==> config.mk <==
export PLATFORM = sky130hd
export DESIGN_NAME = scpb_param_bank
export DESIGN_NICKNAME = d
export VERILOG_FILES = /design/src/scpb_pkg.sv /design/src/scpb_shadow.sv /design/src/scpb_param_bank.sv
export SDC_FILE = /design/constraint.sdc
export NUM_CORES = 1
export LEC_CHECK = 0
export ABC_AREA = 1
export BUFFER_PORTS_ARGS = -buffer_cell sky130_fd_sc_hd__buf_2
export CAP_MARGIN = 20
export CELL_PAD_IN_SITES_DETAIL_PLACEMENT = 1
export CELL_PAD_IN_SITES_GLOBAL_PLACEMENT = 1
export CORE_ASPECT_RATIO = 1.5
export CORE_MARGIN = 8
export CORE_UTILIZATION = 44
export DETAILED_ROUTE_END_ITERATION = 16
export GPL_ROUTABILITY_DRIVEN = 0
export PLACE_DENSITY_LB_ADDON = 0.2
export SKIP_CTS_REPAIR_TIMING = 1
export SYNTH_ARGS = -nofsm -noshare
export SYNTH_HDL_FRONTEND = slang
export SYNTH_SLANG_ARGS = --single-unit
==> constraint.sdc <==
create_clock -name CLK -period 56 [get_ports CLK]
set_clock_uncertainty 0.1 [all_clocks]
set_input_delay 8.4 -clock CLK [delete_from_list [all_inputs] [get_ports CLK]]
set_output_delay 8.4 -clock CLK [all_outputs]
set_load 0.1 [all_outputs]
==> src/scpb_pkg.sv <==
package scpb_pkg;

  localparam int ADDR_W = 8;
  localparam int DATA_W = 32;

  // ************************************************************
  // parameter numbers (word index on the parameter link)
  // ************************************************************
  localparam logic [7:0] IDX_ENCODER_KIND   = 8'h01;
  localparam logic [7:0] IDX_MOTOR_KIND     = 8'h02;
  localparam logic [7:0] IDX_LOOP_KIND      = 8'h03;
  localparam logic [7:0] IDX_RATED_SPEED    = 8'h04;
  localparam logic [7:0] IDX_PEAK_SPEED     = 8'h05;
  localparam logic [7:0] IDX_SPEED_SCALE    = 8'h06;
  localparam logic [7:0] IDX_RATED_FORCE    = 8'h07;
  localparam logic [7:0] IDX_PEAK_FORCE     = 8'h08;
  localparam logic [7:0] IDX_FORCE_SCALE    = 8'h09;
  localparam logic [7:0] IDX_SCALE_PITCH    = 8'h0b;
  localparam logic [7:0] IDX_PULSES_PITCH   = 8'h0c;
  localparam logic [7:0] IDX_GEAR_NUM       = 8'h21;
  localparam logic [7:0] IDX_GEAR_DEN       = 8'h22;
  localparam logic [7:0] IDX_ORIGIN_OFFSET  = 8'h23;
  localparam logic [7:0] IDX_LIMIT_CONFIG   = 8'h25;
  localparam logic [7:0] IDX_FWD_SOFT_LIMIT = 8'h26;
  localparam logic [7:0] IDX_RSVD_AFTER_FWD = 8'h27;

  // ************************************************************
  // reset values and ranges
  // ************************************************************
  localparam logic [31:0] RST_ENCODER_KIND   = 32'h0000_0001;
  localparam logic [31:0] RST_SCALE_PITCH    = 32'h0000_0000;
  localparam logic [31:0] RST_GEAR           = 32'h0000_0001;
  localparam logic [31:0] RST_ORIGIN_OFFSET  = 32'h0000_0000;
  localparam logic [31:0] RST_LIMIT_CONFIG   = 32'h0000_0000;
  localparam logic [31:0] RST_FWD_SOFT_LIMIT = 32'h3fff_ffff;
  localparam logic [31:0] RSVD_VALUE         = 32'h0000_0000;
  localparam logic [31:0] GEAR_MIN           = 32'h0000_0001;
  localparam logic [31:0] GEAR_MAX           = 32'h4000_0000;
  localparam logic [31:0] PITCH_MAX          = 32'h03e8_0000;
  localparam logic [31:0] PITCH_STEP         = 32'h0000_000a;
  localparam logic [31:0] SIGNED_MAX         = 32'h3fff_ffff;
  localparam logic [31:0] SIGNED_MIN         = 32'hc000_0001;
  localparam logic [31:0] FORCE_MAX          = 32'h0fff_ffff;

  // ************************************************************
  // limit settings word layout
  // ************************************************************
  localparam int LIM_POS_OT_OFF  = 0;
  localparam int LIM_NEG_OT_OFF  = 1;
  localparam int LIM_POS_SOFT_EN = 4;
  localparam int LIM_NEG_SOFT_EN = 5;
  localparam logic [31:0] LIM_MASK = 32'h0000_0033;

  // ************************************************************
  // carriers
  // ************************************************************
  typedef struct packed {
    logic              wr;
    logic              rd;
    logic [ADDR_W-1:0] idx;
    logic [DATA_W-1:0] wdata;
  } scpb_req_t;

  typedef struct packed {
    logic [31:0] scale_pitch;
    logic [31:0] gear_num;
    logic [31:0] gear_den;
    logic [31:0] limit_config;
  } scpb_restart_set_t;

  // device information supplied by the drive itself
  typedef struct packed {
    logic [31:0] motor_kind;
    logic [31:0] loop_kind;
    logic [31:0] rated_speed;
    logic [31:0] peak_speed;
    logic [31:0] speed_scale;
    logic [31:0] rated_force;
    logic [31:0] peak_force;
    logic [31:0] force_scale;
    logic [31:0] pulses_pitch;
  } scpb_dev_info_t;

  typedef enum logic [1:0] {
    RSP_OK,
    RSP_READ_ONLY,
    RSP_RANGE,
    RSP_UNMAPPED
  } scpb_status_t;

endpackage

==> src/scpb_shadow.sv <==
`timescale 1ns/100ps
// pending/effective pair for one restart-enabled parameter
module scpb_shadow #(
  parameter logic [31:0] RESET_VALUE = 32'h0000_0000
) (
  input  wire logic        CLK,
  input  wire logic        RESET,
  input  wire logic        load,
  input  wire logic [31:0] load_value,
  input  wire logic        commit,
  output logic      [31:0] pending,
  output logic      [31:0] effective
);

  // a load in the commit cycle is caught up so the new value is committed
  always_ff @(posedge CLK or posedge RESET) begin
    if (RESET) begin
      pending <= RESET_VALUE;
    end else if (load) begin
      pending <= load_value;
    end
  end

  always_ff @(posedge CLK or posedge RESET) begin
    if (RESET) begin
      effective <= RESET_VALUE;
    end else if (commit) begin
      effective <= load ? load_value : pending;
    end
  end

endmodule

==> src/scpb_param_bank.sv <==
`timescale 1ns/100ps
// Notes on behaviour
// RQ1: only the host over the network link changes these parameters.
// RQ2: restart-enabled settings keep their old effect until a config command.
// RQ3: the host writes scale pitch 0..65536000 as a multiple of 10.
// RQ4: peak force reads back as a read-only value limited to 0..FFFFFFFh.
// RQ5: peak speed in mm/s reads back read-only.
// RQ6: pulses per scale pitch reads back read-only.
// RQ7: gear numerator accepts 1..1073741824, resets to 1, applies on restart.
// RQ8: gear denominator accepts 1..1073741824, resets to 1, applies on restart.
// RQ9: origin offset is signed +-1073741823, resets to 0, applies at once.
// RQ10: limit bit 0 set disables the positive overtravel input.
// RQ11: limit bit 1 set disables the negative overtravel input.
// RQ12: limit bit 4 set enables the positive software limit.
// RQ13: limit bit 5 set enables the negative software limit.
// RQ14: the reserved word after the forward limit always reads zero.
// RQ15: writes to device information leave it unchanged.
module scpb_param_bank
  import scpb_pkg::*;
(
  input  wire logic                        CLK,
  input  wire logic                        RESET,
  input  wire scpb_pkg::scpb_req_t         REQ,
  input  wire logic                        CONFIG_CMD,
  input  wire scpb_pkg::scpb_dev_info_t    DEV_INFO,
  output logic                             RSP_VALID,
  output scpb_pkg::scpb_status_t           RSP_STATUS,
  output logic [scpb_pkg::DATA_W-1:0]      RSP_RDATA,
  output scpb_pkg::scpb_restart_set_t      EFFECTIVE,
  output logic [31:0]                      ORIGIN_OFFSET,
  output logic [31:0]                      FWD_SOFT_LIMIT,
  output logic                             POS_OVERTRAVEL_INPUT_EN,
  output logic                             NEG_OVERTRAVEL_INPUT_EN,
  output logic                             POS_SOFTWARE_LIMIT_EN,
  output logic                             NEG_SOFTWARE_LIMIT_EN
);
  import scpb_pkg::*;

  // ************************************************************
  // address decode
  // ************************************************************
  wire logic [7:0] idx;
  wire logic       acc;
  wire logic       hit_pitch;
  wire logic       hit_num;
  wire logic       hit_den;
  wire logic       hit_origin;
  wire logic       hit_limit;
  wire logic       hit_fwd;
  wire logic       hit_rsvd;
  wire logic       hit_ro;
  wire logic       mapped;
  wire logic [31:0] wd;

  assign idx        = REQ.idx;
  assign wd         = REQ.wdata;
  assign acc        = REQ.wr | REQ.rd;
  assign hit_pitch  = (idx == IDX_SCALE_PITCH);
  assign hit_num    = (idx == IDX_GEAR_NUM);
  assign hit_den    = (idx == IDX_GEAR_DEN);
  assign hit_origin = (idx == IDX_ORIGIN_OFFSET);
  assign hit_limit  = (idx == IDX_LIMIT_CONFIG);
  assign hit_fwd    = (idx == IDX_FWD_SOFT_LIMIT);
  assign hit_rsvd   = (idx == IDX_RSVD_AFTER_FWD);
  assign hit_ro     = (idx >= IDX_ENCODER_KIND && idx <= IDX_FORCE_SCALE)
                    || (idx == IDX_PULSES_PITCH);
  assign mapped     = hit_ro | hit_pitch | hit_num | hit_den | hit_origin
                    | hit_limit | hit_fwd | hit_rsvd;

  // ************************************************************
  // range checks
  // ************************************************************
  wire logic pitch_ok;
  wire logic gear_ok;
  wire logic signed_ok;
  wire logic [31:0] pitch_rem;

  // a constant-divisor modulo keeps the multiple-of-ten check exact
  assign pitch_rem = wd % PITCH_STEP;
  assign pitch_ok  = (wd <= PITCH_MAX) && (pitch_rem == '0); // RQ3
  assign gear_ok   = (wd >= GEAR_MIN) && (wd <= GEAR_MAX); // RQ7 RQ8
  assign signed_ok = ($signed(wd) <= $signed(SIGNED_MAX))
                   && ($signed(wd) >= $signed(SIGNED_MIN)); // RQ9

  wire logic value_ok;
  assign value_ok = hit_pitch ? pitch_ok
                  : (hit_num | hit_den) ? gear_ok
                  : (hit_origin | hit_fwd) ? signed_ok
                  : hit_limit ? ((wd & ~LIM_MASK) == '0)
                  : 1'b1;

  // only the network link reaches these stores; no other writer exists
  wire logic wr_ok;
  assign wr_ok = REQ.wr & value_ok & ~hit_ro & ~hit_rsvd; // RQ1 RQ15 RQ14

  // ************************************************************
  // restart-enabled settings
  // ************************************************************
  wire logic [31:0] pend_pitch;
  wire logic [31:0] pend_num;
  wire logic [31:0] pend_den;
  wire logic [31:0] pend_limit;
  wire logic [31:0] eff_pitch;
  wire logic [31:0] eff_num;
  wire logic [31:0] eff_den;
  wire logic [31:0] eff_limit;

  // reads return the stored setting; its effect waits for the command
  scpb_shadow #(.RESET_VALUE(RST_SCALE_PITCH)) u_pitch ( // RQ2
    .CLK        (CLK),
    .RESET      (RESET),
    .load       (wr_ok & hit_pitch),
    .load_value (wd),
    .commit     (CONFIG_CMD),
    .pending    (pend_pitch),
    .effective  (eff_pitch)
  );

  scpb_shadow #(.RESET_VALUE(RST_GEAR)) u_num ( // RQ7
    .CLK        (CLK),
    .RESET      (RESET),
    .load       (wr_ok & hit_num),
    .load_value (wd),
    .commit     (CONFIG_CMD),
    .pending    (pend_num),
    .effective  (eff_num)
  );

  scpb_shadow #(.RESET_VALUE(RST_GEAR)) u_den ( // RQ8
    .CLK        (CLK),
    .RESET      (RESET),
    .load       (wr_ok & hit_den),
    .load_value (wd),
    .commit     (CONFIG_CMD),
    .pending    (pend_den),
    .effective  (eff_den)
  );

  scpb_shadow #(.RESET_VALUE(RST_LIMIT_CONFIG)) u_limit ( // RQ2
    .CLK        (CLK),
    .RESET      (RESET),
    .load       (wr_ok & hit_limit),
    .load_value (wd & LIM_MASK),
    .commit     (CONFIG_CMD),
    .pending    (pend_limit),
    .effective  (eff_limit)
  );

  // ************************************************************
  // immediate settings
  // ************************************************************
  logic [31:0] origin;
  logic [31:0] fwd_limit;

  always_ff @(posedge CLK or posedge RESET) begin
    if (RESET) begin
      origin <= RST_ORIGIN_OFFSET;
    end else if (wr_ok && hit_origin) begin
      origin <= wd; // RQ9
    end
  end

  always_ff @(posedge CLK or posedge RESET) begin
    if (RESET) begin
      fwd_limit <= RST_FWD_SOFT_LIMIT;
    end else if (wr_ok && hit_fwd) begin
      fwd_limit <= wd;
    end
  end

  // ************************************************************
  // read mux
  // ************************************************************
  wire logic [31:0] peak_force_clip;
  wire logic [31:0] rd_value;

  // clipping protects the host from an out-of-range report
  assign peak_force_clip = (DEV_INFO.peak_force > FORCE_MAX)
                         ? FORCE_MAX : DEV_INFO.peak_force; // RQ4

  assign rd_value =
      (idx == IDX_ENCODER_KIND)   ? RST_ENCODER_KIND
    : (idx == IDX_MOTOR_KIND)     ? DEV_INFO.motor_kind
    : (idx == IDX_LOOP_KIND)      ? DEV_INFO.loop_kind
    : (idx == IDX_RATED_SPEED)    ? DEV_INFO.rated_speed
    : (idx == IDX_PEAK_SPEED)     ? DEV_INFO.peak_speed // RQ5
    : (idx == IDX_SPEED_SCALE)    ? DEV_INFO.speed_scale
    : (idx == IDX_RATED_FORCE)    ? DEV_INFO.rated_force
    : (idx == IDX_PEAK_FORCE)     ? peak_force_clip
    : (idx == IDX_FORCE_SCALE)    ? DEV_INFO.force_scale
    : (idx == IDX_PULSES_PITCH)   ? DEV_INFO.pulses_pitch // RQ6
    : hit_pitch                   ? pend_pitch
    : hit_num                     ? pend_num
    : hit_den                     ? pend_den
    : hit_origin                  ? origin
    : hit_limit                   ? pend_limit
    : hit_fwd                     ? fwd_limit
    : RSVD_VALUE; // RQ14

  scpb_status_t next_status;
  always_comb begin
    next_status = RSP_OK;
    if (!mapped) begin
      next_status = RSP_UNMAPPED;
    end else if (REQ.wr && (hit_ro || hit_rsvd)) begin
      next_status = RSP_READ_ONLY; // RQ15
    end else if (REQ.wr && !value_ok) begin
      next_status = RSP_RANGE;
    end
  end

  // ************************************************************
  // response and output registers
  // ************************************************************
  always_ff @(posedge CLK or posedge RESET) begin
    if (RESET) begin
      RSP_VALID  <= 1'b0;
      RSP_STATUS <= RSP_OK;
      RSP_RDATA  <= '0;
    end else begin
      RSP_VALID  <= acc;
      if (acc) begin
        RSP_STATUS <= next_status;
        RSP_RDATA  <= (REQ.rd && mapped) ? rd_value : '0;
      end
    end
  end

  // outputs re-registered so every port leaves a flip-flop directly
  always_ff @(posedge CLK or posedge RESET) begin
    if (RESET) begin
      EFFECTIVE               <= '{RST_SCALE_PITCH, RST_GEAR, RST_GEAR,
                                   RST_LIMIT_CONFIG};
      ORIGIN_OFFSET           <= RST_ORIGIN_OFFSET;
      FWD_SOFT_LIMIT          <= RST_FWD_SOFT_LIMIT;
      POS_OVERTRAVEL_INPUT_EN <= 1'b1;
      NEG_OVERTRAVEL_INPUT_EN <= 1'b1;
      POS_SOFTWARE_LIMIT_EN   <= 1'b0;
      NEG_SOFTWARE_LIMIT_EN   <= 1'b0;
    end else begin
      EFFECTIVE               <= '{eff_pitch, eff_num, eff_den, eff_limit};
      ORIGIN_OFFSET           <= origin;
      FWD_SOFT_LIMIT          <= fwd_limit;
      POS_OVERTRAVEL_INPUT_EN <= ~eff_limit[LIM_POS_OT_OFF]; // RQ10
      NEG_OVERTRAVEL_INPUT_EN <= ~eff_limit[LIM_NEG_OT_OFF]; // RQ11
      POS_SOFTWARE_LIMIT_EN   <= eff_limit[LIM_POS_SOFT_EN]; // RQ12
      NEG_SOFTWARE_LIMIT_EN   <= eff_limit[LIM_NEG_SOFT_EN]; // RQ13
    end
  end

endmodule

==> impl_metrics.py <==
metrics = {
    "detailed_routing": {
        "drtIter0Drc": 1775,
        "viasPerCell": 5.77,
        "vias": 24285,
        "drt_wl_total_mm": 113,
        "ant_nets": 0,
        "drc": 0,
        "firstDrtPassIters": 6,
        "wl_per_cell_um": 26.7,
    },
    "sta": {
        "report.final.slew_viol_count": 0,
        "rsz0062_at_grt": "false",
        "fin_ws_ns": 34.29,
        "worst_pin_slew_ns": 1.22,
        "fin_setup_tns_ns": 0,
        "slew_headroom_pct": 18.5,
        "hold_viol_final": 0,
        "fin_crit_sh_pct": 38.8,
        "final.min_clock_period_ns": 21.71,
        "setup_viol": 0,
        "fmax_mhz": 46.1,
    },
    "yosys": {
        "seq_area_frac_synth_pct": 54.2,
        "synth-main-ff-cell": "dfrtp_1",
        "synthesis.nets": 3222,
        "syn-instance-count": 2889,
        "synth_top_area_share_pct": 47.2,
        "synth-edff-count": 0,
        "yosys_register_bits": 549,
        "yosys_warnings": 0,
        "synth_area_per_cell_um2": 8.83,
        "synth.distinct_cells": 55,
        "syn-cell-area_um2": 25500,
        "async_flop_share_pct": 100,
        "synth_top_cells_by_area": "dfrtp_1 47%, nand2_1 11%, dfstp_2 7.0%",
        "yosysTopAreaCell": "dfrtp_1",
    },
    "min_path": {
        "min_path_cells": 0,
        "hp-class": "reg2reg",
        "worstHoldStart": "fwd_limit[4]",
        "whs_endpoint": "FWD_SOFT_LIMIT[4]",
    },
    "cells_and_area": {
        "area_growth_pct": 19.7,
        "final_nets": 3719,
        "layout_commonest_cell": "nand2_1",
        "drive_above_1_share_pct": 28.2,
        "layout_common_cells": "750 x nand2_1, 562 x buf_2, 481 x dfrtp_1",
    },
    "die": {
        "start_util_pct": 44.3,
        "io_pins": 564,
        "core_area_um2": 57600,
        "rows": 108,
        "die_h_um": 311,
        "die_area_um2": 66100,
        "die_width_um": 213,
    },
    "global_route": {
        "grt-ovfl-total": 0,
        "grt_pass1_vias": 26383,
        "grt_pass1_wl_mm": 167,
        "antenna_found_initial": 14,
        "grt_max_degree": 125,
        "grt_usage_pct": 33.6,
    },
    "clocking": {
        "cts_root_buf": "clkbuf_16",
        "cts.clk_slew.worst_paths_ns": 0.07,
        "cts.sinks": 549,
        "cts-htree-levels": 2,
        "cts_made_buffers": 52,
        "clockBufferDepth": 3,
        "cts_tree": "yes",
        "clk_latency_ns": 0.61,
    },
    "setup_path": {
        "r2r_end": "RSP_RDATA[22]",
        "worst_setup_path_end_kind": "register",
        "cp_num_buf_inv": 13,
        "critPathRequiredTime_ns": 56.34,
        "worst-r2r-cell-count": 9,
        "critical_path.top_delay_family": "simple AND/OR/NAND/NOR gates",
        "r2r_slack_ns": 52.36,
        "cp_data_arrival_time_ns": 22.06,
        "reg2reg_from": "origin[22]",
        "critPathLaunchType": "input pin",
        "cpMostUsedCell": "nand2_2",
        "crit_fanout": 65,
        "worstSetupPathType": "in2reg",
        "critPathSlowestCell": "nand3_2",
        "max_stage_delay_ns": 0.98,
    },
    "placed_design": {
        "hpwlAfterDp_mm": 83.9,
        "port_buffers": 563,
        "pre_cts_ws_ns": 33.97,
    },
    "flow_run": {
        "max_cap_viol_count": 0,
    },
    "outcome": {
        "run_status": "completed",
    },
}
cells in the mapped netlist, types with 4 or more instances:
| cell type | n |
|---|---|
| buf_8 | 11 |
| inv_1 | 237 |
| nand2_4 | 7 |
| or2_2 | 24 |
| nand3_1 | 225 |
| o2111ai_1 | 5 |
| o21ai_0 | 86 |
| nand2_2 | 88 |
| nand3b_1 | 4 |
| o32ai_1 | 21 |
| a221oi_1 | 44 |
| o21ai_1 | 101 |
| buf_1 | 7 |
| and2_1 | 91 |
| clkbuf_4 | 4 |
| a32oi_1 | 9 |
| nand3_2 | 26 |
| o31ai_1 | 7 |
| nor2_1 | 80 |
| inv_2 | 36 |
| nand2_1 | 750 |
| o221ai_1 | 4 |
| a32o_1 | 24 |
| nor4_1 | 4 |
| o22ai_1 | 4 |
| dfstp_2 | 68 |
| a211oi_1 | 6 |
| o21ai_2 | 6 |
| clkbuf_1 | 80 |
| buf_2 | 23 |
| dfrtp_1 | 481 |
| clkinv_1 | 14 |
| nor3_1 | 10 |
| nand4_1 | 130 |
| buf_6 | 12 |
| a21oi_1 | 108 |
| buf_4 | 15 |
| o211ai_1 | 11 |
routing by layer:
| layer | part of all wire, % | vias to the layer above | track usage (%) |
|---|---|---|---|
| met3 | 7.7 | 384 | 7.77 |
| met1 | 36 | 12161 | 37.0 |
| met2 | 48 | 1122 | 56.3 |
| li1 | - | 10614 | - |
| met5 | 0.020 | - | 0 |
| met4 | 8.1 | 4 | 23.9 |
per-stage QoR:
step	utilization [%]	hold WS, ns	cells	instance area, µm²
2_1_floorplan	-	0.254	2889	25500
3_3_place_gp	49.9	0.257	4101	28700
3_5_place_dp	49.9	0.257	4101	28700
4_1_cts	52.9	0.269	4199	30500
5_1_grt	53.0	0.269	4206	30500
6_report	53.0	0.268	4210	30500
cell families after synthesis:
| kind of cell | share of synthesized area, % |
|---|---|
| AND/OR/NAND/NOR | 26.9 |
| flip-flops | 54.2 |
| AO/OA/AOI/OAI | 11.0 |
| buffers and inverters | 7.85 |
| XOR/XNOR | 0.0687 |
final cells by class:
cell class | count | area [µm²]
antenna | 10 | 25.0
clock buffer | 74 | 1520
clock inverter | 24 | 248
fill | 7015 | 27000
inverter | 290 | 1120
multi-input combinational | 1897 | 9740
sequential | 549 | 13800
tap | 770 | 963
timing repair buffer | 596 | 3090
worst max path at each step:
stage,slack (ns),startpoint,end,depth (start not counted)
floorplan,32.26,RESET,EFFECTIVE[0],1
global placement,35.36,REQ[31],u_pitch.effective[27],118
detailed placement,33.97,REQ[31],u_pitch.effective[27],119
CTS,34.51,REQ[31],u_pitch.effective[27],123
global route,32.86,REQ[31],u_pitch.effective[27],119
finish,34.29,REQ[31],u_pitch.effective[27],117
sequential cells by signal (all words and copies together) (netlist names), 2 cells and up:
register	count
u_num.pending	32
ORIGIN_OFFSET	32
u_den.effective	32
origin	32
u_limit.effective	32
u_limit.pending	32
EFFECTIVE	128
u_pitch.effective	32
u_pitch.pending	32
FWD_SOFT_LIMIT	32
RSP_STATUS	2
u_den.pending	32
fwd_limit	32
u_num.effective	32
RSP_RDATA	32
Power is left out: the tool's default activity adds up to more than one toggle a clock period on the data nets, which glitch-free logic cannot reach.
